File: config.mk
export PLATFORM = sky130hd
export DESIGN_NAME = wdt_top
export DESIGN_NICKNAME = d
export VERILOG_FILES = /design/src/pkg/wdt_pkg.sv /design/src/pkg/wdt_tmr_if.sv /design/src/hdl/wdt_top.sv /design/src/hdl/wdt_window_timer.sv
export VERILOG_INCLUDE_DIRS = /design/src /design/src/pkg
export SDC_FILE = /design/constraint.sdc
export NUM_CORES = 1
export LEC_CHECK = 0
export BUFFER_PORTS_ARGS = -buffer_cell sky130_fd_sc_hd__buf_2
export CORE_ASPECT_RATIO = 0.9
export CORE_MARGIN = 2
export CORE_UTILIZATION = 63
export DETAILED_ROUTE_END_ITERATION = 12
export PLACE_DENSITY = 0.87
export SLEW_MARGIN = 30
export SYNTH_ARGS = -nofsm -noshare
export SYNTH_HDL_FRONTEND = slang
export SYNTH_SLANG_ARGS = --single-unit
File: constraint.sdc
create_clock -name CLK_SYS -period 12 [get_ports CLK_SYS]
set_input_delay 1.2 -clock CLK_SYS [delete_from_list [all_inputs] [get_ports CLK_SYS]]
set_output_delay 1.2 -clock CLK_SYS [all_outputs]
set_load 0.03 [all_outputs]
File: src/pkg/wdt_defs.svh
`ifndef WDT_DEFS_SVH
`define WDT_DEFS_SVH
// Timing
`define WDT_CLK_PERIOD_NS 40
`define WDT_MS_NS         1000000
`define WDT_SUBTICKS      16
// Period and duty codes
`define WDT_PERIOD_RST    4'h3
`define WDT_PERIOD_OFF    4'h0
`define WDT_PERIOD_FIRST  4'hF
`define WDT_PERIOD_INV_RST 4'hC
`define WDT_DUTY_RST      3'h2
// Seed and challenger
`define WDT_SEED_RST      16'h5AB2
`define WDT_SEED_ZERO     16'h0000
`define WDT_SEED_ONES     16'hFFFF
`define WDT_LFSR_TAPS     16'hB400
// Error counter
`define WDT_ERR_LIMIT     5'h08
`define WDT_ERR_BAD_STEP  5'h02
`define WDT_ERR_GOOD_STEP 5'h01
`endif

File: src/pkg/wdt_pkg.sv
`default_nettype none
package wdt_pkg;
   typedef enum logic [1:0] {WDT_OFF, WDT_FIRST, WDT_RUN} wdt_phase_type;
   typedef logic [14:0] wdt_len_type;
   typedef logic [3:0]  wdt_period_type;
   typedef logic [2:0]  wdt_duty_type;
   typedef logic [15:0] wdt_word_type;
endpackage
`default_nettype wire

File: src/pkg/wdt_tmr_if.sv
`default_nettype none
interface wdt_tmr_if;
   import wdt_pkg::*;
   logic        restart;
   logic        infinite;
   wdt_len_type period_len;
   wdt_len_type closed_len;
   logic        in_open;
   logic        timeout;
   modport ctl (output restart, output infinite, output period_len, output closed_len,
                input in_open, input timeout);
   modport tmr (input restart, input infinite, input period_len, input closed_len,
                output in_open, output timeout);
endinterface
`default_nettype wire

File: src/hdl/wdt_top.sv
// Functional notes
// - Watchdog runs only while disable fuse is 0
// - Scheme fuse: 0 simple seed, 1 challenger
// - Finite window is CLOSED part then OPEN part
// - Wrong answer in OPEN is bad refresh
// - OPEN expiring without refresh is bad refresh
// - Any answer in CLOSED is bad refresh
// - Every judged refresh restarts window, CLOSED first unless infinite
// - Timing errors set timing fault flag
// - Wrong answer value sets answer fault flag
// - Period code picks 1 to 1024 ms, reset 0011
// - Code 0000 means infinite, init phase only
// - New period applies after next refresh
// - Period applies only with complementary inverse field
// - First window after start lasts 1024 ms
// - Duty code sets CLOSED/OPEN split
// - New duty applies after next refresh
// - Simple answer equals seed, default 5AB2
// - Challenger LFSR advances only on good answer
// - Error counter +2 bad, -1 good, clears at limit
`include "wdt_defs.svh"
`default_nettype none
module wdt_top
   import wdt_pkg::*;
#(
   parameter int MS_CYCLES = `WDT_MS_NS / `WDT_CLK_PERIOD_NS
) (
   input  wire logic         CLK_SYS,
   input  wire logic         ARST_N,
   input  wire logic         WDOG_DISABLE_FUSE,
   input  wire logic         SCHEME_SELECT_FUSE,
   input  wire logic         INIT_PHASE,
   input  wire logic         CFG_WR,
   input  wire logic [3:0]   CFG_PERIOD_CODE,
   input  wire logic [3:0]   CFG_PERIOD_INV,
   input  wire logic [2:0]   CFG_DUTY_CODE,
   input  wire logic         SEED_WR,
   input  wire logic [15:0]  SEED_DATA,
   input  wire logic         ANSWER_WR,
   input  wire logic [15:0]  ANSWER_DATA,
   input  wire logic         FLAG_CLR_TIMING,
   input  wire logic         FLAG_CLR_ANSWER,
   output logic [3:0]        WINDOW_PERIOD_CODE,
   output logic [3:0]        WINDOW_PERIOD_INVERSE,
   output logic [2:0]        WINDOW_DUTY_CODE,
   output logic [15:0]       SEED_VALUE,
   output logic [3:0]        ERR_COUNT,
   output logic              TIMING_FAULT_FLAG,
   output logic              ANSWER_FAULT_FLAG,
   output logic              WDOG_ACTIVE,
   output logic              WINDOW_OPEN,
   output logic              GOOD_REFRESH,
   output logic              BAD_REFRESH,
   output logic              SEED_REJECT,
   output logic              WDOG_FAIL
);
   localparam int TICK_CYCLES = MS_CYCLES / `WDT_SUBTICKS;

   ////////////////////////////////////////////////////////////////////////
   // Decoders
   function automatic wdt_len_type period_sub(input wdt_period_type code);
      logic [10:0] ms;
      ms = 11'h000;
      unique case (code)
         4'h0: ms = 11'h000;
         4'h1: ms = 11'h001;
         4'h2: ms = 11'h002;
         4'h3: ms = 11'h003;
         4'h4: ms = 11'h004;
         4'h5: ms = 11'h006;
         4'h6: ms = 11'h008;
         4'h7: ms = 11'h00C;
         4'h8: ms = 11'h010;
         4'h9: ms = 11'h018;
         4'hA: ms = 11'h020;
         4'hB: ms = 11'h040;
         4'hC: ms = 11'h080;
         4'hD: ms = 11'h100;
         4'hE: ms = 11'h200;
         4'hF: ms = 11'h400;
      endcase
      return {ms, 4'h0};
   endfunction

   // Closed share in sixteenths of the period
   function automatic logic [3:0] duty_closed(input wdt_duty_type code);
      logic [3:0] d;
      d = 4'h8;
      unique case (code)
         3'h0:    d = 4'h5;
         3'h1:    d = 4'h6;
         3'h3:    d = 4'hA;
         3'h4:    d = 4'hB;
         default: d = 4'h8;
      endcase
      return d;
   endfunction

   function automatic wdt_len_type closed_of(input wdt_len_type len, input wdt_duty_type dc);
      logic [18:0] prod;
      prod = 19'(len) * 19'(duty_closed(dc));
      return prod[18:4];
   endfunction

   function automatic wdt_word_type lfsr_step(input wdt_word_type v);
      return {v[14:0], ^(v & `WDT_LFSR_TAPS)};
   endfunction

   ////////////////////////////////////////////////////////////////////////
   // Fuse synchronisers
   logic [1:0] fuse_s1_q, fuse_s2_q;
   logic       fuse_dis;
   logic       chall;

   always_ff @(posedge CLK_SYS or negedge ARST_N) begin
      if (!ARST_N) begin
         fuse_s1_q <= 2'h1;
         fuse_s2_q <= 2'h1;
      end else begin
         fuse_s1_q <= {SCHEME_SELECT_FUSE, WDOG_DISABLE_FUSE};
         fuse_s2_q <= fuse_s1_q;
      end
   end

   assign fuse_dis = fuse_s2_q[0];
   assign chall    = fuse_s2_q[1];

   ////////////////////////////////////////////////////////////////////////
   // Window timer
   wdt_tmr_if tif ();

   wdt_window_timer #(
      .TICK_CYCLES (TICK_CYCLES)
   ) u_timer (
      .clk    (CLK_SYS),
      .arst_n (ARST_N),
      .tif    (tif.tmr)
   );

   ////////////////////////////////////////////////////////////////////////
   // Judgement and window sequencing
   wdt_phase_type  phase_q, phase_d;
   wdt_period_type period_act_q, period_act_d;
   wdt_duty_type   duty_act_q, duty_act_d;
   logic           ans_wr;
   logic           closed_now;
   logic           match;
   logic           timing_bad;
   logic           data_bad;
   logic           good;
   logic           judged;
   wdt_len_type    cur_len;
   wdt_word_type   seed_q, seed_d;
   wdt_period_type period_code_q, period_code_d;
   wdt_period_type period_inv_q, period_inv_d;
   wdt_duty_type   duty_code_q, duty_code_d;

   always_comb begin
      ans_wr     = ANSWER_WR && (phase_q != WDT_OFF);
      closed_now = !tif.in_open;
      match      = (ANSWER_DATA == seed_q);
      timing_bad = (tif.timeout && !ans_wr && (phase_q != WDT_OFF)) ||
                   (ans_wr && closed_now);
      data_bad   = ans_wr && !closed_now && !match;
      good       = ans_wr && !closed_now && match;
      judged     = timing_bad || data_bad || good;
      phase_d      = phase_q;
      period_act_d = period_act_q;
      duty_act_d   = duty_act_q;
      unique case (phase_q)
         WDT_OFF: begin
            if (!fuse_dis) begin
               phase_d = WDT_FIRST;
            end
         end
         WDT_FIRST: begin
            if (judged) begin
               phase_d = WDT_RUN;
            end
         end
         WDT_RUN: begin
         end
      endcase
      // Pending settings are only adopted at a refresh boundary
      if (judged) begin
         duty_act_d = duty_code_q;
         if ((period_code_q == ~period_inv_q) &&
             ((period_code_q != `WDT_PERIOD_OFF) || INIT_PHASE)) begin
            period_act_d = period_code_q;
         end
      end
      if (fuse_dis) begin
         phase_d = WDT_OFF;
      end
      cur_len = (phase_q == WDT_FIRST) ? period_sub(`WDT_PERIOD_FIRST)
                                       : period_sub(period_act_q);
      tif.restart    = (phase_q == WDT_OFF) || judged;
      tif.infinite   = (phase_q == WDT_RUN) && (period_act_q == `WDT_PERIOD_OFF);
      tif.period_len = cur_len;
      tif.closed_len = closed_of(cur_len, duty_act_q);
   end

   always_ff @(posedge CLK_SYS or negedge ARST_N) begin
      if (!ARST_N) begin
         phase_q      <= WDT_OFF;
         period_act_q <= `WDT_PERIOD_RST;
         duty_act_q   <= `WDT_DUTY_RST;
      end else begin
         phase_q      <= phase_d;
         period_act_q <= period_act_d;
         duty_act_q   <= duty_act_d;
      end
   end

   ////////////////////////////////////////////////////////////////////////
   // Written configuration and seed
   logic seed_ok;
   logic seed_rej;

   always_comb begin
      period_code_d = period_code_q;
      period_inv_d  = period_inv_q;
      duty_code_d   = duty_code_q;
      if (CFG_WR) begin
         period_code_d = CFG_PERIOD_CODE;
         period_inv_d  = CFG_PERIOD_INV;
         duty_code_d   = CFG_DUTY_CODE;
      end
      // Challenger seeds are taken only during init
      if (chall) begin
         seed_ok = (SEED_DATA != `WDT_SEED_ZERO) && INIT_PHASE;
      end else begin
         seed_ok = (SEED_DATA != `WDT_SEED_ZERO) && (SEED_DATA != `WDT_SEED_ONES);
      end
      seed_rej = SEED_WR && !seed_ok;
      seed_d   = seed_q;
      if (good && chall) begin
         seed_d = lfsr_step(seed_q);
      end
      // Host seed overrides an advance in the same cycle
      if (SEED_WR && seed_ok) begin
         seed_d = SEED_DATA;
      end
   end

   always_ff @(posedge CLK_SYS or negedge ARST_N) begin
      if (!ARST_N) begin
         period_code_q <= `WDT_PERIOD_RST;
         period_inv_q  <= `WDT_PERIOD_INV_RST;
         duty_code_q   <= `WDT_DUTY_RST;
         seed_q        <= `WDT_SEED_RST;
      end else begin
         period_code_q <= period_code_d;
         period_inv_q  <= period_inv_d;
         duty_code_q   <= duty_code_d;
         seed_q        <= seed_d;
      end
   end

   ////////////////////////////////////////////////////////////////////////
   // Error counter and diagnostic flags
   logic [4:0] err_q, err_d;
   logic [4:0] err_sum;
   logic       fail;
   logic       tflag_q, tflag_d;
   logic       aflag_q, aflag_d;

   always_comb begin
      err_sum = err_q + `WDT_ERR_BAD_STEP;
      err_d   = err_q;
      fail    = 1'b0;
      if (timing_bad || data_bad) begin
         if (err_sum >= `WDT_ERR_LIMIT) begin
            err_d = 5'h00;
            fail  = 1'b1;
         end else begin
            err_d = err_sum;
         end
      end else if (good && (err_q != 5'h00)) begin
         err_d = err_q - `WDT_ERR_GOOD_STEP;
      end
      // Set wins over a clear in the same cycle
      tflag_d = (tflag_q && !FLAG_CLR_TIMING) || timing_bad;
      aflag_d = (aflag_q && !FLAG_CLR_ANSWER) || data_bad;
   end

   always_ff @(posedge CLK_SYS or negedge ARST_N) begin
      if (!ARST_N) begin
         err_q   <= 5'h00;
         tflag_q <= 1'b0;
         aflag_q <= 1'b0;
      end else begin
         err_q   <= err_d;
         tflag_q <= tflag_d;
         aflag_q <= aflag_d;
      end
   end

   ////////////////////////////////////////////////////////////////////////
   // Registered event outputs
   logic good_q, bad_q, rej_q, fail_q, open_q;

   always_ff @(posedge CLK_SYS or negedge ARST_N) begin
      if (!ARST_N) begin
         good_q <= 1'b0;
         bad_q  <= 1'b0;
         rej_q  <= 1'b0;
         fail_q <= 1'b0;
         open_q <= 1'b0;
      end else begin
         good_q <= good;
         bad_q  <= timing_bad || data_bad;
         rej_q  <= seed_rej;
         fail_q <= fail;
         open_q <= (phase_q != WDT_OFF) && tif.in_open && !tif.restart;
      end
   end

   assign WINDOW_PERIOD_CODE    = period_code_q;
   assign WINDOW_PERIOD_INVERSE = period_inv_q;
   assign WINDOW_DUTY_CODE      = duty_code_q;
   assign SEED_VALUE            = seed_q;
   assign ERR_COUNT             = err_q[3:0];
   assign TIMING_FAULT_FLAG     = tflag_q;
   assign ANSWER_FAULT_FLAG     = aflag_q;
   assign WDOG_ACTIVE           = (phase_q != WDT_OFF);
   assign WINDOW_OPEN           = open_q;
   assign GOOD_REFRESH          = good_q;
   assign BAD_REFRESH           = bad_q;
   assign SEED_REJECT           = rej_q;
   assign WDOG_FAIL             = fail_q;
endmodule // wdt_top
`default_nettype wire

File: src/hdl/wdt_window_timer.sv
`include "wdt_defs.svh"
`default_nettype none
module wdt_window_timer
   import wdt_pkg::*;
#(
   parameter int TICK_CYCLES = 1562
) (
   input  wire logic clk,
   input  wire logic arst_n,
   wdt_tmr_if.tmr    tif
);
   logic [15:0] presc_q, presc_d;
   wdt_len_type elapsed_q, elapsed_d;
   logic        tick;
   logic        at_end;

   ////////////////////////////////////////////////////////////////////////
   always_comb begin
      tick    = (presc_q == 16'(TICK_CYCLES - 1));
      at_end  = (elapsed_q >= tif.period_len);
      presc_d = tick ? 16'h0000 : presc_q + 16'h0001;
      elapsed_d = elapsed_q;
      if (tick && !at_end) begin
         elapsed_d = elapsed_q + 15'h0001;
      end
      if (tif.restart) begin
         presc_d   = 16'h0000;
         elapsed_d = 15'h0000;
      end
   end

   always_ff @(posedge clk or negedge arst_n) begin
      if (!arst_n) begin
         presc_q   <= 16'h0000;
         elapsed_q <= 15'h0000;
      end else begin
         presc_q   <= presc_d;
         elapsed_q <= elapsed_d;
      end
   end

   // Open once the closed share has elapsed; an infinite window never times out
   assign tif.in_open = tif.infinite || (elapsed_q >= tif.closed_len);
   assign tif.timeout = !tif.infinite && at_end;
endmodule // wdt_window_timer
`default_nettype wire

==> results of run 1 <==
[area by class of cell]
cell class | instances | area [um^2] | area share
Clock buffer | 11 | 151.4 | 0.02164
Clock inverter | 5 | 107.6 | 0.01538
Inverter | 43 | 161.4 | 0.02307
Multi-Input combinational cell | 514 | 3850 | 0.5503
Sequential cell | 83 | 2100 | 0.3001
Tap cell | 126 | 157.7 | 0.02253
Timing Repair Buffer | 92 | 469.2 | 0.06706
[cell usage in the layout (no fill, tap or decap), types with 6 or more instances in the layout]
master and count:
mux2i_1 18, inv_1 43, dfstp_2 18, or3_1 15, ha_1 54, buf_2 90
nor2b_1 11, xor2_1 34, nor2_1 80, o21ai_0 22, xnor2_1 18, clkbuf_8 11
or2_2 6, o21ai_1 16, nand3_1 21, and3_1 7, fa_1 18, mux2_2 14
nor3_1 11, dfrtp_1 65, nand2_1 49, nor4_1 7, a21oi_1 27, nand4_1 10
nand2b_1 8
[flip-flops by register name, indices dropped and copies added (netlist names)]
| signal | flops |
|---|---|
| SEED_VALUE | 16 |
| WINDOW_DUTY_CODE | 3 |
| ANSWER_FAULT_FLAG | 1 |
| WINDOW_PERIOD_CODE | 4 |
| WDOG_FAIL | 1 |
| duty_act_q | 3 |
| WINDOW_PERIOD_INVERSE | 4 |
| SEED_REJECT | 1 |
| fuse_s2_q | 2 |
| fuse_s1_q | 2 |
| period_act_q | 4 |
| err_q | 5 |
| BAD_REFRESH | 1 |
| u_timer.presc_q | 16 |
| WINDOW_OPEN | 1 |
| GOOD_REFRESH | 1 |
| phase_q | 2 |
| TIMING_FAULT_FLAG | 1 |
| u_timer.elapsed_q | 15 |
[through the flow]
step,power (mW),instance area (um^2)
finish,1.136,6997
global route,1.209,6997
CTS,1.139,6992
detailed placement,0.8794,6733
global placement,0.8514,6733
floorplan,0.7602,6238
[power by group]
part | switching [mW] | internal, mW | total, mW
combinational | 0.318 | 0.195 | 0.513
clock | 0.105 | 0.151 | 0.256
sequential | 0.0455 | 0.323 | 0.368
[cell families after synthesis]
logic type | after synthesis | share of synthesized area
and+or+nand+nor | 255 | 0.2132
AOI/OAI and AO/OA | 99 | 0.1033
DFF | 83 | 0.3365
adders and majority gates | 72 | 0.1661
buffers and inverters | 67 | 0.04653
xor gates and xnor gates | 52 | 0.07300
muxes | 36 | 0.06137
[routing by layer]
metal | GRT usage | share of wire | up-vias
met5 | 0 | 0 | -
met4 | 0.08284 | 0.016 | 0
met3 | 0.05340 | 0.066 | 22
met2 | 0.4568 | 0.50 | 192
met1 | 0.3691 | 0.42 | 2477
li1 | - | - | 2453
[worst min path at each step]
stage	end	cells after the start
after global placement	fuse_s2_q[1]$_DFF_PN0_	0
after floorplan	fuse_s2_q[1]$_DFF_PN0_	0
after CTS	fuse_s2_q[1]$_DFF_PN0_	0
after global routing	fuse_s2_q[0]$_DFF_PN1_	0
final	fuse_s2_q[1]$_DFF_PN0_	0
after detailed placement	fuse_s2_q[1]$_DFF_PN0_	0
[worst max-delay path, delay by kind of cell, from the launching register on]
kind | cells | cell delay [ns]
xor gates and xnor gates | 1 | 0.16
adders and majority gates | 4 | 1.85
DFF | 1 | 0.56
AOI/OAI and AO/OA | 7 | 1.86
and+or+nand+nor | 7 | 1.45
muxes | 1 | 0.70
==> qor.csv, run 1 <==
stage,metric,value,unit
critical_path,crit_type,reg2reg,
critical_path,crit_path_top_delay_cell,mux2i_1,
critical_path,cp-endpoint,err_q[1]$_DFFE_PN0P_,
power,irDropWorstVdd,0.1142,mV
synth,synth.distinct_cells,70,
drt,vias,5144,
synth,synth_top_flop_cell,dfrtp_1,
critical_path,cp.required,12.32,ns
die,fp.dieArea,0.01072,mm^2
sta,drv_slew,0,
die,die_x,108.9,um
drt,drt_first_pass_iters,5,
sta,worst_slew_pin_slew,0.8723,ns
sta,clock.fmax,0.1504,GHz
critical_path,crit_arrival,6.96,ns
finish,nFillCells,691,
worst_hold_path,hold_class,reg2reg,
global_routing,grt_pass1_wl,23730,um
sta,hold_viol_final,0,
worst_hold_path,hp-start,fuse_s1_q[1]$_DFF_PN0_,
sta,finalSetupTns,0,ns
synth,synth_edf_count,0,
finish,fin_util,0.7245,
synth,synth_area,0.006238,mm^2
power,p_leak,3.223,nW
drt,wl_per_cell,16.34,um
critical_path,crit_chain,nor2_1 -> mux2i_1 -> nor2_1 -> fa_1 -> fa_1 -> fa_1 -> a21o_1 -> a21oi_1 -> nor2b_1 -> o41ai_1 -> o211ai_1 -> xnor2_1 -> ha_1 -> a21oi_1 -> nor2b_1 -> or4_4 -> a211oi_4 -> nor4b_2 -> nor4b_1 -> a211o_1,
cts,cts.sinks,83,
finish,drive_above_1_share,0.2206,
critical_path,cp-startpoint,duty_act_q[1]$_DFFE_PN1P_,
finish,final_nets,868,
finish,syn_to_final_growth,12.15,%
sta,period_share,0.5539,
synth,syn-num-nets,789,
critical_path,endpoint_kind,flop,
drt,drt_wl_total,14280,um
placed_design,io_buffer_count,91,
synth,ys_top_cells_by_area,"dfrtp_1 (26%), ha_1 (11%), dfstp_2 (7.6%)",
synth,synth_top_area_frac,0.2607,
critical_path,cpPeakStageDelay,0.70,ns
synth,ys_async_sr_fraction,1.000,
cts,hold_buffers,0,
sta,skew,0.008924,ns
cts,cts_made_buffers,9,
power,p_per_area,162.4,mW/mm^2
synth,ys_seq_area_frac,0.3365,
synth,synthTopCellsByCount,"nor2_1 (80), dfrtp_1 (65), ha_1 (54)",
sta,slew_headroom,0.4018,
critical_path,cp-start-kind,flop,
synth,yosysWarnings,0,
global_routing,grt_remaining_overflow,0,
drt,ant_nets,0,
status,status,"finished, final reports clean",
cts,clk_pin_slew,0.08,ns
global_routing,antenna_found_initial,0,
finish,n_antenna_cell,0,
critical_path,worstReg2RegEnd,err_q[1]$_DFFE_PN0P_,
drt,drc,0,
die,ios,92,
placed_design,place_inst,858,
cts,cts_tree,built,
cts,insertion_delay,0.37,ns
sta,finalSetupViolCount,0,
synth,syn_avg_cell_area,9.395,um^2
critical_path,crit_fanout,11,
cts,htree_levels,3,
synth,syn_inst,664,
job,maxCapViolCount,0,
placed_design,finalWeightedCongestion,0.9054,
die,start_util,0.6460,
cts,ctsResizeCount,0,
placed_design,hpwl,11050,um
finish,layout.cells.non_filler,874,
cts,cts_setup_buffers,0,
die,die_y,98.41,um
drt,drt_first_iter_violations,429,
cts,clock-root-buffer,clkbuf_8,
critical_path,reg2regPathDepth,20,
sta,worst_slack,5.353,ns
global_routing,grt_pass1_vias,5078,
synth,synth_most_common_cell,nor2_1,
cts,ctsLongestPathBuffers,2,
global_routing,grt_start_max_net_pins,84,
sta,rsz0062_at_grt,false,
die,coreArea,0.009657,mm^2
critical_path,timing.rr.start,duty_act_q[1]$_DFFE_PN1P_,
placed_design,dp_slack,5.486,ns
die,row_count,34,
sta,period_needed,6.647,ns
synth,yosysTopAreaCell,dfrtp_1,
drt,vias_per_cell,5.886,
sta,hold_ws,0.3578,ns
global_routing,track_usage,0.2768,
critical_path,regToRegSetupSlack,5.35,ns
critical_path,cp_common_cell,fa_1,
synth,synth_seq_cells,83,
Power figures use the tool's default switching activity.
==> run 2, diff against run 1 <==
- CORE_UTILIZATION: 63 -> 53
- PLACE_DENSITY: 0.87 -> 0.78
- clock period: 12 -> 5.8 ns (I/O delays scaled with it)
==> qor.csv, run 2 (synthesized netlist as in run 1, its figures left out) <==
stage,metric,value,unit,change
finish,syn_to_final_growth,20.64,%,
placed_design,io_buffer_count,91,,unchanged
die,fp.dieArea,0.01266,mm^2,+18%
global_routing,grt_start_max_net_pins,84,,unchanged
drt,drt_wl_total,15120,um,+5.9%
sta,finalSetupTns,0,ns,unchanged
drt,wl_per_cell,16.02,um,-1.9%
power,power_frac_clock,0.223,,-0.002
cts,cts_made_buffers,9,,unchanged
finish,drive_above_1_share,0.2944,,+0.07383
placed_design,place_inst,920,,+7.2%
critical_path,crit_type,reg2reg,,
finish,final_common_cell,buf_2,,
global_routing,grtUsageMet2,0.4269,,-0.02984
die,start_util,0.5456,,-0.1004
placed_design,finalWeightedCongestion,0.9130,,+0.84%
cts,clock-root-buffer,clkbuf_16,,
sta,slew_headroom,0.5099,,+0.1081
critical_path,crit_fanout,6,,-5
power,p_int,1.650,mW,+150%
power,seq_power_share,0.271,,-0.053
critical_path,endpoint_kind,flop,,
finish,fin_util,0.6582,,-0.06637
finish,layout.cells.non_filler,944,,+8.0%
drt,drt_first_pass_iters,5,,unchanged
power,irDropWorstVdd,0.4378,mV,+280%
status,status,"finished, final reports clean",,
critical_path,crit_arrival,5.88,ns,-1.08 ns
cts,cts.sinks,83,,unchanged
critical_path,crit_path_top_delay_cell,dfstp_2,,
cts,ctsLongestPathBuffers,2,,unchanged
power,p_sw_frac,0.3938,,-0.01835
drt,ant_nets,0,,unchanged
power,power.switching,1.072,mW,+130%
cts,insertion_delay,0.35,ns,-0.02 ns
die,die_y,106.9,um,+8.7%
sta,worst_slack,0.1468,ns,-5.206 ns
critical_path,cpPeakStageDelay,0.57,ns,-0.13 ns
global_routing,antenna_found_initial,0,,unchanged
die,coreArea,0.01143,mm^2,+18%
finish,nFillCells,900,,+30%
worst_hold_path,hold_class,in2async,,
finish,fin_area,0.007526,mm^2,+7.6%
sta,hold_ws,0.2737,ns,-0.08410 ns
placed_design,hpwl,11580,um,+4.7%
placed_design,dp_slack,-0.1344,ns,-5.620 ns
finish,final_nets,908,,+4.6%
sta,finalSetupViolCount,0,,unchanged
die,ios,92,,unchanged
cts,clk_pin_slew,0.06,ns,-0.02 ns
cts,cts_tree,built,,
finish,n_antenna_cell,0,,unchanged
critical_path,cp.required,6.03,ns,-6.29 ns
placed_design,dpl-instance-area,0.007018,mm^2,+4.2%
global_routing,grt_pass1_wl,25140,um,+5.9%
job,maxCapViolCount,0,,unchanged
drt,vias,5264,,+2.3%
power,p_leak,3.471,nW,+7.7%
sta,hold_viol_final,0,,unchanged
finish,layout_common_cells,"buf_2 (91), nor2_1 (73), dfrtp_1 (65), ha_1 (52), nand2_1 (47)",,
power,p_comb_frac,0.506,,+0.055
global_routing,track_usage,0.2476,,-0.02920
sta,period_share,0.9747,,+0.4208
sta,clock.fmax,0.1769,GHz,+18%
sta,period_needed,5.653,ns,-0.9940 ns
global_routing,grt_pass1_vias,5259,,+3.6%
sta,worst_slew_pin_slew,0.7352,ns,-0.1372 ns
critical_path,cp.buffers_inverters,5,,+5
critical_path,cp_top_family,compound AO/OA/AOI/OAI gates,,
sta,skew,0.007897,ns,-0.001027 ns
power,p_per_area,361.8,mW/mm^2,+120%
die,row_count,37,,+8.8%
cts,htree_levels,3,,unchanged
drt,drt_first_iter_violations,375,,-13%
global_routing,use_met3,0.05160,,-0.001809
global_routing,grt_remaining_overflow,0,,unchanged
critical_path,cp-start-kind,flop,,
drt,drc,0,,unchanged
cts,hold_buffers,0,,unchanged
sta,drv_slew,0,,unchanged
global_routing,use_met1,0.3146,,-0.05443
drt,vias_per_cell,5.576,,-5.3%
die,die_x,118.4,um,+8.7%
global_routing,grt_busiest_layer,met2,,
power,p_total,2.723,mW,+140%
-- run 2: per-layer routing --
layer | wire length (um) | part of all wire
met5 | 0 | 0
met4 | 284 | 0.019
met1 | 6654 | 0.44
met3 | 609 | 0.040
met2 | 7576 | 0.50
-- run 2: power groups by stage --
stage               registers, mW  clock network, mW  logic, mW
floorplan                   0.801                  0      0.772
global placement            0.741                  0       1.19
CTS                         0.736              0.619       1.28
global route                0.751              0.640       1.51
detailed placement          0.745                  0       1.23
finish                      0.739              0.606       1.38
-- run 2: worst paths after layout --
path                            slack, ns                                to  depth (start not counted)                   startpoint
worst min-delay path                 0.27             SEED_REJECT$_DFF_PN0_                          1                       ARST_N
max in group asynchronous            5.03  u_timer.elapsed_q[9]$_DFFE_PN0P_                          1                       ARST_N
worst max-delay path                 0.15              err_q[2]$_DFFE_PN0P_                         26  period_act_q[1]$_DFFE_PN1P_
min in group CLK_SYS                 0.33            fuse_s1_q[0]$_DFF_PN1_                          1            WDOG_DISABLE_FUSE
worst max register to register       0.15              err_q[2]$_DFFE_PN0P_                         26  period_act_q[1]$_DFFE_PN1P_
worst min register to register       0.35            fuse_s2_q[1]$_DFF_PN0_                          0       fuse_s1_q[1]$_DFF_PN0_
-- run 2: repair_timing --
action	4_1_cts	5_1_grt
pin swaps	3	6
resized for setup	7	27
endpoints found under the setup margin	15	25
gates cloned	0	1
setup buffers	2	5
-- run 2: cell type report --
cell class | count | area (um^2) | share of cell area
clock buffer | 11 | 232.7 | 0.03092
timing repair buffer | 132 | 778.2 | 0.1034
tap | 156 | 195.2 | 0.02594
clock inverter | 5 | 77.57 | 0.01031
inverter | 43 | 161.4 | 0.02145
multi-input combinational | 514 | 3981 | 0.5290
sequential | 83 | 2100 | 0.2790
